<file path="config.mk">
export PLATFORM = sky130hd
export DESIGN_NAME = cdt_timers
export DESIGN_NICKNAME = d
export VERILOG_FILES = /design/src/hw/cdt_pkg.sv /design/src/hw/cdt_reg_if.sv /design/src/hw/cdt_timers.sv /design/src/hw/cdt_prescale.sv /design/src/hw/cdt_bus_front.sv
export SDC_FILE = /design/constraint.sdc
export NUM_CORES = 1
export LEC_CHECK = 0
export BUFFER_PORTS_ARGS = -buffer_cell sky130_fd_sc_hd__clkbuf_2
export CAP_MARGIN = 20
export CORE_ASPECT_RATIO = 1.1
export CORE_MARGIN = 10
export CORE_UTILIZATION = 56
export DETAILED_ROUTE_END_ITERATION = 10
export GPL_TIMING_DRIVEN = 0
export MAX_ROUTING_LAYER = met4
export PLACE_DENSITY_LB_ADDON = 0.25
export REMOVE_ABC_BUFFERS = 1
export SYNTH_ARGS = -nofsm -noshare
export SYNTH_HDL_FRONTEND = slang
export SYNTH_HIERARCHICAL = 1
export SYNTH_SLANG_ARGS = --single-unit
</file>
<file path="constraint.sdc">
create_clock -name CLK -period 3.3 [get_ports CLK]
set_clock_uncertainty 0.15 [all_clocks]
set_input_delay 0.165 -clock CLK [delete_from_list [all_inputs] [get_ports CLK]]
set_output_delay 0.165 -clock CLK [all_outputs]
set_load 0.01 [all_outputs]
</file>
<file path="src/hw/cdt_pkg.sv">
// Shared constants and state types of the cascadable down-counter timers
package cdt_pkg;
  // Register byte offsets on the Avalon-MM slave
  localparam logic [5:0] OFF_CTRL = 6'h00;
  localparam logic [5:0] OFF_STAT = 6'h04;
  localparam logic [5:0] OFF_CNT0 = 6'h08;
  localparam logic [5:0] OFF_RLD0 = 6'h18;
  localparam logic [5:0] OFF_RHI0 = 6'h28;
  localparam logic [5:0] REG_STEP = 6'h04;
  // Control register fields
  localparam int unsigned CTRL_EN_LSB   = 0;
  localparam int unsigned CTRL_ARL_LSB  = 4;
  localparam int unsigned CTRL_CASC_BIT = 6;
  localparam int unsigned CTRL_PWM_BIT  = 7;
  // Status register fields
  localparam int unsigned STAT_TOUT_LSB  = 0;
  localparam int unsigned STAT_PHASE_BIT = 4;
  // Reset values
  localparam logic [3:0] EN_RST   = 4'h0;
  localparam logic [7:0] BYTE_RST = 8'h00;
  // One count step every eighth clock
  localparam int unsigned PRESCALE_DIV = 8;

  // Core state: control, counts, reloads, event outputs
  typedef struct packed {
    logic [3:0]      en;
    logic [1:0]      arl;
    logic            casc;
    logic            pwm;
    logic            phase;
    logic [3:0][7:0] cnt;
    logic [3:0][7:0] rld;
    logic [1:0][7:0] rhi;
    logic [3:0]      irq;
    logic [3:0]      tout;
  } cdt_core_t;

  // Bus front state: one wait cycle, captured read word
  typedef struct packed {
    logic        done;
    logic [31:0] rdata;
  } cdt_front_t;

  // Byte address of the k-th register of a bank
  function automatic logic [5:0] cdt_addr(input logic [5:0] base, input logic [1:0] k);
    return base + REG_STEP * {4'h0, k};
  endfunction
endpackage

</file>
<file path="src/hw/cdt_reg_if.sv">
// Register access strobe between the bus front and the timer core
interface cdt_reg_if;
  logic        wr;
  logic [5:0]  addr;
  logic [31:0] wdata;
  logic [31:0] rdata;
  modport front (output wr, output addr, output wdata, input rdata);
  modport core  (input wr, input addr, input wdata, output rdata);
endinterface

</file>
<file path="src/hw/cdt_timers.sv">
// Four 8-bit down-counters, pair A cascadable with pulse-width mode, pair B cascaded
//
// The Avalon-MM interface to the registers and the placing of the registers are this design's own decisions.
module cdt_timers
  import cdt_pkg::*;
(
  input  wire logic        CLK,
  input  wire logic        RESET,
  input  wire logic [5:0]  AVS_ADDRESS,
  input  wire logic        AVS_READ,
  input  wire logic        AVS_WRITE,
  input  wire logic [31:0] AVS_WRITEDATA,
  output logic [31:0]      AVS_READDATA,
  output logic             AVS_WAITREQUEST,
  output logic [3:0]       TIMER_IRQ,
  output logic [3:0]       TIMER_OUT
);
  cdt_reg_if bus ();

  cdt_core_t        st;
  cdt_core_t        next_st;
  logic             tick;
  logic [16:0]      dv_a;
  logic [16:0]      dv_b;
  logic [1:0][16:0] dv_i;
  logic             tmo_a;
  logic             tmo_b;
  logic [1:0]       tmo_i;
  logic [3:0]       hw_clr;

  // Decrement with timeout flag: a count of one or zero ends the interval
  function automatic logic [16:0] dec16(input logic [15:0] c);
    return {c <= 16'h0001, c - 16'h0001};
  endfunction

  cdt_prescale #(
    .DIV (PRESCALE_DIV)
  ) u_pre (
    .clk   (CLK),
    .reset (RESET),
    .tick  (tick)
  );

  cdt_bus_front u_front (
    .clk         (CLK),
    .reset       (RESET),
    .address     (AVS_ADDRESS),
    .read        (AVS_READ),
    .write       (AVS_WRITE),
    .writedata   (AVS_WRITEDATA),
    .readdata    (AVS_READDATA),
    .waitrequest (AVS_WAITREQUEST),
    .bus         (bus)
  );

  // Decrement candidates; odd byte is the MSB of a cascaded pair
  assign dv_a    = dec16({st.cnt[1], st.cnt[0]});
  assign dv_b    = dec16({st.cnt[3], st.cnt[2]});
  assign dv_i[0] = dec16({8'h00, st.cnt[0]});
  assign dv_i[1] = dec16({8'h00, st.cnt[1]});

  // Timeout events, only on a prescaler tick of an enabled timer
  assign tmo_a    = tick & st.casc & st.en[0] & dv_a[16];
  assign tmo_b    = tick & st.en[2] & dv_b[16];
  assign tmo_i[0] = tick & ~st.casc & st.en[0] & dv_i[0][16];
  assign tmo_i[1] = tick & ~st.casc & st.en[1] & dv_i[1][16];

  // Next state: hardware counting first, then software writes on top
  always_comb begin
    next_st     = st;
    hw_clr      = 4'h0;
    next_st.irq = 4'h0;
    // Pair A cascaded: one 16-bit counter, reload always
    if (tick && st.casc && st.en[0]) begin
      if (!tmo_a) begin
        {next_st.cnt[1], next_st.cnt[0]} = dv_a[15:0];
      end else if (st.pwm && !st.phase) begin
        // End of high interval: load low pair, odd interrupt
        next_st.irq[1] = 1'b1;
        next_st.cnt[0] = st.rld[0];
        next_st.cnt[1] = st.rld[1];
        next_st.phase  = 1'b1;
      end else if (st.pwm) begin
        // End of low interval: load high pair, even interrupt
        next_st.irq[0] = 1'b1;
        next_st.cnt[0] = st.rhi[0];
        next_st.cnt[1] = st.rhi[1];
        next_st.phase  = 1'b0;
      end else begin
        next_st.irq[0] = 1'b1;
        next_st.cnt[0] = st.rld[0];
        next_st.cnt[1] = st.rld[1];
      end
    end
    // Pair A independent: two 8-bit timers, reload optional
    for (int i = 0; i < 2; i++) begin
      if (tick && !st.casc && st.en[i]) begin
        if (!tmo_i[i]) begin
          next_st.cnt[i] = dv_i[i][7:0];
        end else begin
          next_st.irq[i] = 1'b1;
          if (st.arl[i]) begin
            next_st.cnt[i] = st.rld[i];
          end else begin
            next_st.cnt[i] = BYTE_RST;
            hw_clr[i]      = 1'b1;
          end
        end
      end
    end
    // Pair B: always cascaded, free-running, even interrupt only
    if (tick && st.en[2]) begin
      if (!tmo_b) begin
        {next_st.cnt[3], next_st.cnt[2]} = dv_b[15:0];
      end else begin
        next_st.irq[2] = 1'b1;
        next_st.cnt[2] = st.rld[2];
        next_st.cnt[3] = st.rld[3];
      end
    end
    // A pending interrupt is not tracked, so a second zero simply pulses again
    next_st.en   = st.en & ~hw_clr;
    next_st.tout = st.tout ^ next_st.irq;
    // Software writes override the decrement write-back
    if (bus.wr) begin
      if (bus.addr == OFF_CTRL) begin
        // Start from the held count; single-shot clear still wins
        next_st.en   = bus.wdata[CTRL_EN_LSB +: 4] & ~hw_clr;
        next_st.arl  = bus.wdata[CTRL_ARL_LSB +: 2];
        next_st.casc = bus.wdata[CTRL_CASC_BIT];
        next_st.pwm  = bus.wdata[CTRL_PWM_BIT];
        if (!st.en[0] && bus.wdata[CTRL_EN_LSB]) begin
          next_st.phase = 1'b0;
        end
      end
      for (int k = 0; k < 4; k++) begin
        if (bus.addr == cdt_addr(OFF_CNT0, 2'(k))) begin
          next_st.cnt[k] = bus.wdata[7:0];
        end
        if (bus.addr == cdt_addr(OFF_RLD0, 2'(k))) begin
          next_st.rld[k] = bus.wdata[7:0];
        end
      end
      for (int k = 0; k < 2; k++) begin
        if (bus.addr == cdt_addr(OFF_RHI0, 2'(k))) begin
          next_st.rhi[k] = bus.wdata[7:0];
        end
      end
    end
  end

  // Timers come out of reset disabled with no event pending
  always_ff @(posedge CLK or posedge RESET) begin
    if (RESET) begin
      st <= '0;
    end else begin
      st <= next_st;
    end
  end

  // Read mux is pure decode, so reading never disturbs the counters
  always_comb begin
    bus.rdata = 32'h0000_0000;
    if (bus.addr == OFF_CTRL) begin
      bus.rdata[7:0] = {st.pwm, st.casc, st.arl, st.en};
    end
    if (bus.addr == OFF_STAT) begin
      bus.rdata[STAT_TOUT_LSB +: 4] = st.tout;
      bus.rdata[STAT_PHASE_BIT]     = st.phase;
    end
    for (int k = 0; k < 4; k++) begin
      if (bus.addr == cdt_addr(OFF_CNT0, 2'(k))) begin
        bus.rdata[7:0] = st.cnt[k];
      end
      if (bus.addr == cdt_addr(OFF_RLD0, 2'(k))) begin
        bus.rdata[7:0] = st.rld[k];
      end
    end
    for (int k = 0; k < 2; k++) begin
      if (bus.addr == cdt_addr(OFF_RHI0, 2'(k))) begin
        bus.rdata[7:0] = st.rhi[k];
      end
    end
  end

  assign TIMER_IRQ = st.irq;
  assign TIMER_OUT = st.tout;

  // Write to count register zero this cycle
  logic wr_cnt0;
  assign wr_cnt0 = bus.wr && (bus.addr == cdt_addr(OFF_CNT0, 2'h0));
endmodule

</file>
<file path="src/hw/cdt_prescale.sv">
// Free-running prescaler giving one tick every DIV clocks
module cdt_prescale
  import cdt_pkg::*;
#(
  parameter int unsigned DIV = PRESCALE_DIV
) (
  input  wire logic clk,
  input  wire logic reset,
  output logic      tick
);
  localparam int unsigned CW = $clog2(DIV);
  localparam logic [CW-1:0] LAST = CW'(DIV - 1);

  typedef struct packed {
    logic [CW-1:0] cnt;
    logic          tick;
  } cdt_pre_t;

  cdt_pre_t st;
  cdt_pre_t next_st;

  // Wrap at LAST; tick is registered so the core sees a clean pulse
  always_comb begin
    next_st      = st;
    next_st.tick = (st.cnt == LAST);
    next_st.cnt  = (st.cnt == LAST) ? '0 : st.cnt + CW'(1);
  end

  always_ff @(posedge clk or posedge reset) begin
    if (reset) begin
      st <= '0;
    end else begin
      st <= next_st;
    end
  end

  assign tick = st.tick;
endmodule

</file>
<file path="src/hw/cdt_bus_front.sv">
// Avalon-MM slave front: one wait cycle per access, registered read data
module cdt_bus_front
  import cdt_pkg::*;
(
  input  wire logic        clk,
  input  wire logic        reset,
  input  wire logic [5:0]  address,
  input  wire logic        read,
  input  wire logic        write,
  input  wire logic [31:0] writedata,
  output logic [31:0]      readdata,
  output logic             waitrequest,
  cdt_reg_if.front         bus
);
  cdt_front_t st;
  cdt_front_t next_st;

  // First cycle of a request waits and captures the read word
  always_comb begin
    next_st      = st;
    next_st.done = (read | write) & ~st.done;
    if (read & ~st.done) begin
      next_st.rdata = bus.rdata;
    end
  end

  always_ff @(posedge clk or posedge reset) begin
    if (reset) begin
      st <= '0;
    end else begin
      st <= next_st;
    end
  end

  // Write commits only at the edge where waitrequest is low
  assign waitrequest = (read | write) & ~st.done;
  assign bus.wr      = write & st.done;
  assign bus.addr    = address;
  assign bus.wdata   = writedata;
  assign readdata    = st.rdata;
endmodule

</file>
==> results.yml, run 1 <==
status:
  status: "completed"
worst_setup_path:
  cp_slowest_cell: "or4_4"
  rr_worst_depth: 5
  crit_family: "compound AO/OA/AOI/OAI gates"
  crit_type: "flip-flop to flip-flop"
  cp.depth: 5
  path_buf_inv: 0
  crit_path_end: "st[65]"
  start_kind: "flip-flop"
  required_ns: 3.43
  crit_chain: "or4_4 -> o32ai_4 -> o21ai_4 -> a2111oi_0 -> o311ai_1"
  cp_max_fo: 11
  critPathArrivalTime_ns: 3.21
  end_kind: "flip-flop"
  r2r-end: "st[65]"
  crit_start: "st[62]"
  crit-reg2reg-launch: "st[62]"
  cp_slowest_stage_delay_ns: 0.67
  reg2reg_setup_slack_ns: 0.22
clock_tree:
  clk_pin_slew_ns: 0.06
  cts_made_buffers: 17
  cts_setup_buffers: 0
  cts_resized: 0
  clkLatencyLatePin_ns: 0.43
  cts-root-buf: "clkbuf_16"
  cts_buffer_depth: 2
  htree_levels: 4
  postCtsHoldBufs: 3
  cts_sinks: 132
  tritoncts: "yes"
detailed_routing:
  postRouteAntennaNets: 0
  vias_per_cell: 6.622
  first_iter_violations: 925
  via_count: 7145
  wirelength_um: 26880
  drc_errors: 0
  wl_per_cell_um: 24.91
  dr.pass1.iters: 6
sta:
  slew_headroom_pct: 32.54
  fmax_mhz: 324.6
  finalHoldViolCount: 0
  layout_min_cycle_time_ns: 3.080
  setup_tns_ns: 0
  setup_viol: 0
  rsz0062_at_grt: "false"
  worst_slack_ns: 0.2197
  holdWs_ns: 0.05382
  tightest_slew_ns: 1.010
  maxSlewViolCount: 0
  timing.final.crit_share_pct: 93.34
layout:
  fin_area_um2: 9263
  fillers: 1263
  layout_common_cells: "dfrtp_1, nor2_1, mux2_2"
  antenna_cells: 0
  drive_gt1_share_pct: 25.25
  fin_util_pct: 61.29
  syn2layout_area_growth_pct: 7.274
  nNetsFinal: 922
  final_cells: 1079
  layout_commonest_cell: "dfrtp_1"
placement:
  dp_cells: 1044
  placed_area_um2: 8658
  gp_congestion: 0.9821
  io_buffers: 56
  hpwl_um: 19300
  dp_slack_ns: 0.2913
power_and_ir_drop:
  switching_share_pct: 31.21
  switching_power_mw: 1.506
  powerDensity_nw_per_um2: 520.9
  p_total_mw: 4.825
  clkPwrFrac_pct: 38.5
  p_comb_share_pct: 18.7
  seqPwrFrac_pct: 42.9
  ir_drop_mv: 0.3695
  power_leakage_nw: 4.105
  p_int_mw: 3.319
run:
  drv_cap: 0
worst_hold_path:
  holdCritPathClass: "primary input to async pin"
die:
  dieWidth_um: 138.4
  die-area_um2: 20790
  die_h_um: 150.2
  rows: 47
  start_util_pct: 57.13
  core_area_um2: 15110
  io_pins: 83
synth:
  syn_area_per_cell_um2: 9.879
  ys_warn_count: 6
  syn_inst: 874
  syn_area_um2: 8635
global_routing:
  grt_max_degree: 52
  grt_pass1_wl_um: 41560
  overflow: 0
  gr-usage-all-layers_pct: 25.94
  grt_pass1_vias: 6838
  antenna_found_initial: 0
## layer usage
layer  track usage, %  share of wire, %
met5                -                 0
met4            9.863               2.8
met2            40.74                48
met3            4.978               7.3
met1            32.68                42
## sequential cells by signal, indices dropped and copies added (netlist names)
register,flops
TIMER_IRQ,3
TIMER_OUT,3
st,89
u_front/readdata,32
u_front/st,1
u_pre/st,3
u_pre/tick,1
## area by class of cell
| cell class | instances | area [um^2] | area share (%) |
|---|---|---|---|
| Clock buffer | 20 | 456.7 | 4.930 |
| Tap cell | 196 | 245.2 | 2.648 |
| Timing Repair Buffer | 64 | 407.9 | 4.404 |
| Sequential cell | 132 | 3303 | 35.66 |
| Inverter | 17 | 66.31 | 0.7159 |
| Multi-Input combinational cell | 638 | 4666 | 50.37 |
| Clock inverter | 12 | 117.6 | 1.270 |
## worst min path at each step
stage | end | slack (ns) | cells past startpoint
3_3_place_gp | u_pre/st[2] | -0.10 | 2
6_report | u_pre/st[1] | 0.05 | 3
3_5_place_dp | u_pre/tick | -0.05 | 2
5_1_grt | u_pre/st[2] | 0.07 | 3
4_1_cts | u_pre/st[3] | 0.04 | 3
2_1_floorplan | u_pre/st[1] | -0.22 | 1
## worst min-delay path: stages
cell and delay, ns:
dlygate4sd3_1 0.53, clkbuf_2 0.14, inv_1 0.14
## power by group through the flow
| stage | sequential [mW] | clock (mW) | combinational (mW) |
|---|---|---|---|
| 2_1_floorplan | 2.02 | 0 | 0.590 |
| 3_3_place_gp | 2.07 | 0 | 0.861 |
| 3_5_place_dp | 2.08 | 0 | 0.890 |
| 4_1_cts | 2.05 | 1.87 | 0.899 |
| 5_1_grt | 2.09 | 1.95 | 0.981 |
| 6_report | 2.07 | 1.86 | 0.902 |
Note: power is estimated with default switching activity, not from simulation.
==> run 2, diff against run 1 <==
- MAX_ROUTING_LAYER: met4 -> default
==> run 2 against run 1 <==
Against the previous run: final area barely moved; combinational power about the same; worst setup slack gained 0.022 ns; core utilization is 0.058 points lower; fmax up 0.72%; power is 0.84% higher; wire length up 0.89%; global-route usage down 0.53 points; die area stayed put; non-clock buffer count is 1 lower; first-iteration DRC count increased by 9.6%; critical path depth unchanged; largest cell class unchanged.
==> results.yml, run 2 (same netlist as run 1, synthesis figures left out) <==
global_routing:
  grt_max_degree: 55
  gr-usage-all-layers_pct: 25.41
  grt_pass1_wl_um: 42070
  grt_pass1_vias: 7067
  antenna_found_initial: 0
  overflow: 0
run:
  drv_cap: 0
clock_tree:
  cts_setup_buffers: 0
  cts_sinks: 132
  clkLatencyLatePin_ns: 0.42
  cts_resized: 0
  cts-root-buf: "clkbuf_16"
  cts_made_buffers: 17
  tritoncts: "yes"
  postCtsHoldBufs: 3
  htree_levels: 4
  cts_buffer_depth: 2
  clk_pin_slew_ns: 0.06
layout:
  drive_gt1_share_pct: 25.09
  fillers: 1293
  fin_util_pct: 61.23
  top_register: "st"
  layout_commonest_cell: "dfrtp_1"
  final_cells: 1077
  nNetsFinal: 921
  multi_input_comb_area_um2: 4666
  layout_common_cells: "dfrtp_1, nor2_1, mux2_2"
  syn2layout_area_growth_pct: 7.173
  antenna_cells: 0
  seqCellArea_um2: 3303
  largest_register_ffs: 89
  fin_area_um2: 9254
placement:
  dp_cells: 1043
  hpwl_um: 19510
  gp_congestion: 0.9720
  placed_area_um2: 8643
  dp_slack_ns: 0.3676
  io_buffers: 56
worst_setup_path:
  crit_type: "flip-flop to flip-flop"
  critPathArrivalTime_ns: 3.19
  crit-reg2reg-launch: "st[62]"
  crit_family: "compound AO/OA/AOI/OAI gates"
  path_buf_inv: 0
  cp_slowest_stage_delay_ns: 0.68
  cp.depth: 5
  required_ns: 3.43
  cp_slowest_cell: "or4_4"
  rr_worst_depth: 5
  cp_max_fo: 11
  crit_chain: "or4_4 -> o32ai_4 -> o21ai_4 -> a2111oi_0 -> o311ai_1"
  crit_start: "st[62]"
  start_kind: "flip-flop"
  end_kind: "flip-flop"
sta:
  maxSlewViolCount: 0
  holdWs_ns: 0.05564
  layout_min_cycle_time_ns: 3.058
  fmax_mhz: 327.0
  timing.final.crit_share_pct: 92.68
  worst_slack_ns: 0.2416
  tightest_slew_ns: 1.007
  setup_viol: 0
  setup_tns_ns: 0
  finalHoldViolCount: 0
  rsz0062_at_grt: "false"
  slew_headroom_pct: 32.69
power_and_ir_drop:
  power_leakage_nw: 4.104
  powerDensity_nw_per_um2: 525.8
  ir_drop_mv: 0.3452
  clkPwrFrac_pct: 38.9
  p_comb_share_pct: 18.6
  p_total_mw: 4.866
  switching_power_mw: 1.515
  switching_share_pct: 31.14
  p_int_mw: 3.351
  seqPwrFrac_pct: 42.5
die:
  core_area_um2: 15110
  start_util_pct: 57.13
  rows: 47
  die-area_um2: 20790
  dieWidth_um: 138.4
  io_pins: 83
  die_h_um: 150.2
worst_hold_path:
  holdCritPathClass: "primary input to async pin"
detailed_routing:
  dr.pass1.iters: 6
  first_iter_violations: 1014
  vias_per_cell: 6.726
  wl_per_cell_um: 25.18
  via_count: 7244
  drc_errors: 0
  postRouteAntennaNets: 0
  wirelength_um: 27120
status:
  status: "completed"
==> run 2: cell types whose count changed in the layout (fill, tap and decap cells not counted), sizes merged <==
cell / previous run / this run
clkinv: 3 / 6
buf: 5 / 4
inv: 22 / 21
clkinvlp: 3 / 1
bufinv: 1 / 2
clkbuf: 76 / 74
==> run 2: path summary, 6_finish.rpt <==
kind                       slack, ns     endpoint
max                             0.24       st[65]
min                             0.06  u_pre/st[3]
max reg2reg                     0.24       st[65]
min reg2reg                     0.30  u_pre/st[1]
max in group asynchronous       2.10       st[56]
min in group CLK                0.08       st[85]
==> run 2: power by group through the flow <==
| stage | combinational (mW) | clock [mW] | sequential [mW] |
|---|---|---|---|
| finish | 0.904 | 1.89 | 2.07 |
| global route | 0.981 | 1.98 | 2.09 |
| CTS | 0.899 | 1.91 | 2.05 |
| detailed placement | 0.890 | 0 | 2.08 |
| global placement | 0.861 | 0 | 2.07 |
| floorplan | 0.590 | 0 | 2.02 |
==> run 2: final cells by class <==
class / count / share of cell area [%]
inverters: 17 / 0.7166
flip-flops and latches: 132 / 35.69
clock buffers: 18 / 4.638
well taps: 196 / 2.650
clock inverters: 13 / 1.636
multi-input cells: 638 / 50.42
repair buffers: 63 / 4.246
==> run 2: per-layer routing <==
metal	vias to the layer above	share of wire, %	track usage, %
li1	3156	-	-
met1	3580	41	31.92
met2	432	48	42.03
met3	76	7.7	5.041
met4	0	3.7	10.60
met5	-	0	0
==> run 2: worst min-delay path: cells and delay by family <==
kind | cells | cell delay [ns]
buf+inv | 3 | 0.81
==> run 3, diff against run 2 <==
- BUFFER_PORTS_ARGS: -buffer_cell sky130_fd_sc_hd__clkbuf_2 -> -buffer_cell sky130_fd_sc_hd__buf_2
- CELL_PAD_IN_SITES_DETAIL_PLACEMENT: default -> 1
- CELL_PAD_IN_SITES_GLOBAL_PLACEMENT: default -> 1
- CORE_UTILIZATION: 56 -> 48
- GPL_TIMING_DRIVEN: 0 -> 1
==> run 3 against run 2 <==
Against the previous run: clock power increased by 4%; critical path depth unchanged; final cell count increased by 5.8%; register-to-register slack improved by 0.13 ns; via count increased by 2.0%; critical endpoint is now st[68]; largest power group unchanged.
==> results.yml, run 3 (same netlist as run 1, synthesis figures left out) <==
worst_setup_path:
  critPathArrivalTime_ns: 3.12
  start_kind: "flip-flop"
  crit-reg2reg-launch: "st[62]"
  crit_path_end: "st[68]"
  r2r-end: "st[68]"
  required_ns: 3.50
  end_kind: "flip-flop"
  cp_max_fo: 15
  crit_start: "st[62]"
  crit_type: "flip-flop to flip-flop"
  reg2reg_setup_slack_ns: 0.38
  rr_worst_depth: 5
clock_tree:
  cts_made_buffers: 17
  cts_buffer_depth: 2
  cts_sinks: 132
  cts-root-buf: "clkbuf_16"
  clkLatencyLatePin_ns: 0.43
  clk_pin_slew_ns: 0.06
  cts_setup_buffers: 0
  tritoncts: "yes"
  htree_levels: 4
sta:
  finalHoldViolCount: 0
  holdWs_ns: 0.01663
  rsz0062_at_grt: "false"
  setup_tns_ns: 0
  tightest_slew_ns: 0.8679
  setup_viol: 0
  maxSlewViolCount: 0
  layout_min_cycle_time_ns: 2.925
  timing.final.crit_share_pct: 88.63
  fmax_mhz: 341.9
  slew_headroom_pct: 42.14
die:
  die_h_um: 160.7
  die-area_um2: 23760
  dieWidth_um: 147.9
  io_pins: 83
  core_area_um2: 17680
  rows: 51
  start_util_pct: 48.85
placement:
  gp_congestion: 0.9541
  hpwl_um: 21490
  dp_cells: 1105
  io_buffers: 56
detailed_routing:
  wirelength_um: 29880
  wl_per_cell_um: 26.21
  via_count: 7390
  postRouteAntennaNets: 0
  dr.pass1.iters: 6
  first_iter_violations: 762
  drc_errors: 0
  vias_per_cell: 6.482
layout:
  syn2layout_area_growth_pct: 9.274
  antenna_cells: 0
  drive_gt1_share_pct: 26.72
  seqCellArea_um2: 3303
  fin_util_pct: 53.38
  nNetsFinal: 941
  layout_common_cells: "dfrtp_1, nor2_1, mux2_2"
  fillers: 1988
  top_register: "st"
  final_cells: 1140
  multi_input_comb_area_um2: 4663
  largest_register_ffs: 89
  layout_commonest_cell: "dfrtp_1"
power_and_ir_drop:
  powerDensity_nw_per_um2: 527.9
  power_leakage_nw: 4.202
  p_total_mw: 4.981
  ir_drop_mv: 0.3282
global_routing:
  grt_pass1_wl_um: 46840
  grt_max_degree: 66
  overflow: 0
  gr-usage-all-layers_pct: 25.24
  antenna_found_initial: 1
  grt_pass1_vias: 7649
worst_hold_path:
  holdCritPathClass: "primary input to flip-flop"
run:
  drv_cap: 0
status:
  status: "completed"
==> run 3: changes by cell type in the layout (fill, tap and decap cells not counted), moves of 3 or more <==
| cell | previous run | this run |
|---|---|---|
| clkbuf_2 | 56 | 0 |
| inv_6 | 4 | 7 |
| buf_4 | 1 | 23 |
| buf_2 | 0 | 56 |
| clkinv_4 | 5 | 2 |
==> run 3: per-layer routing <==
layer  global-route usage [%]  wire (um)  vias up
li1                         -          -     3203
met1                    31.95      12020     3800
met2                    42.23      15020      335
met3                    4.722       2000       50
met4                    8.611        830        2
met5                        0          7        -
==> run 3: power breakdown <==
group,leakage [nW],internal [mW],switching (mW)
Sequential,1.69,1.81,0.255
Combinational,2.23,0.434,0.524
Clock,0.285,1.14,0.827
==> run 3: cell type report <==
class | count | share of cell area, %
Timing Repair Buffer | 83 | 5.410
Sequential cell | 132 | 35.01
Clock inverter | 14 | 1.750
Multi-Input combinational cell | 638 | 49.42
Tap cell | 238 | 3.156
Clock buffer | 18 | 4.548
Inverter | 17 | 0.7028
==> run 3: how the worst min path moves through the flow <==
stage,startpoint,to,slack [ns],cells past startpoint
2_1_floorplan,RESET,u_pre/st[1],-0.22,1
3_3_place_gp,RESET,u_pre/tick,-0.06,2
3_5_place_dp,RESET,u_pre/tick,-0.06,2
4_1_cts,AVS_WRITEDATA[7],st[87],0.006,3
5_1_grt,AVS_WRITEDATA[2],st[74],0.02,3
6_report,AVS_WRITEDATA[7],st[87],0.02,3
==> run 3: stage by stage <==
stage	setup WS, ns	area [um^2]
final	0.3751	9435
after global placement	0.4793	8783
after detailed placement	0.4392	8811
after global routing	0.2523	9435
after floorplan	-0.03727	8023
after CTS	0.4183	9435
==> run 3: what timing repair did <==
item | 4_1_cts | 5_1_grt
hold buffers | 3 | 0
endpoints found under the setup margin | 0 | 0
endpoints found under the hold margin | 81 | 0
gates resized for setup | 0 | 0
==> run 3: worst max-delay path, cell delays in order, from the launching register on <==
cell and delay, ns:
dfrtp_1 0.48, or4_4 0.68, o32ai_4 0.60, o21a_4 0.38
mux2_2 0.36, a32oi_1 0.19
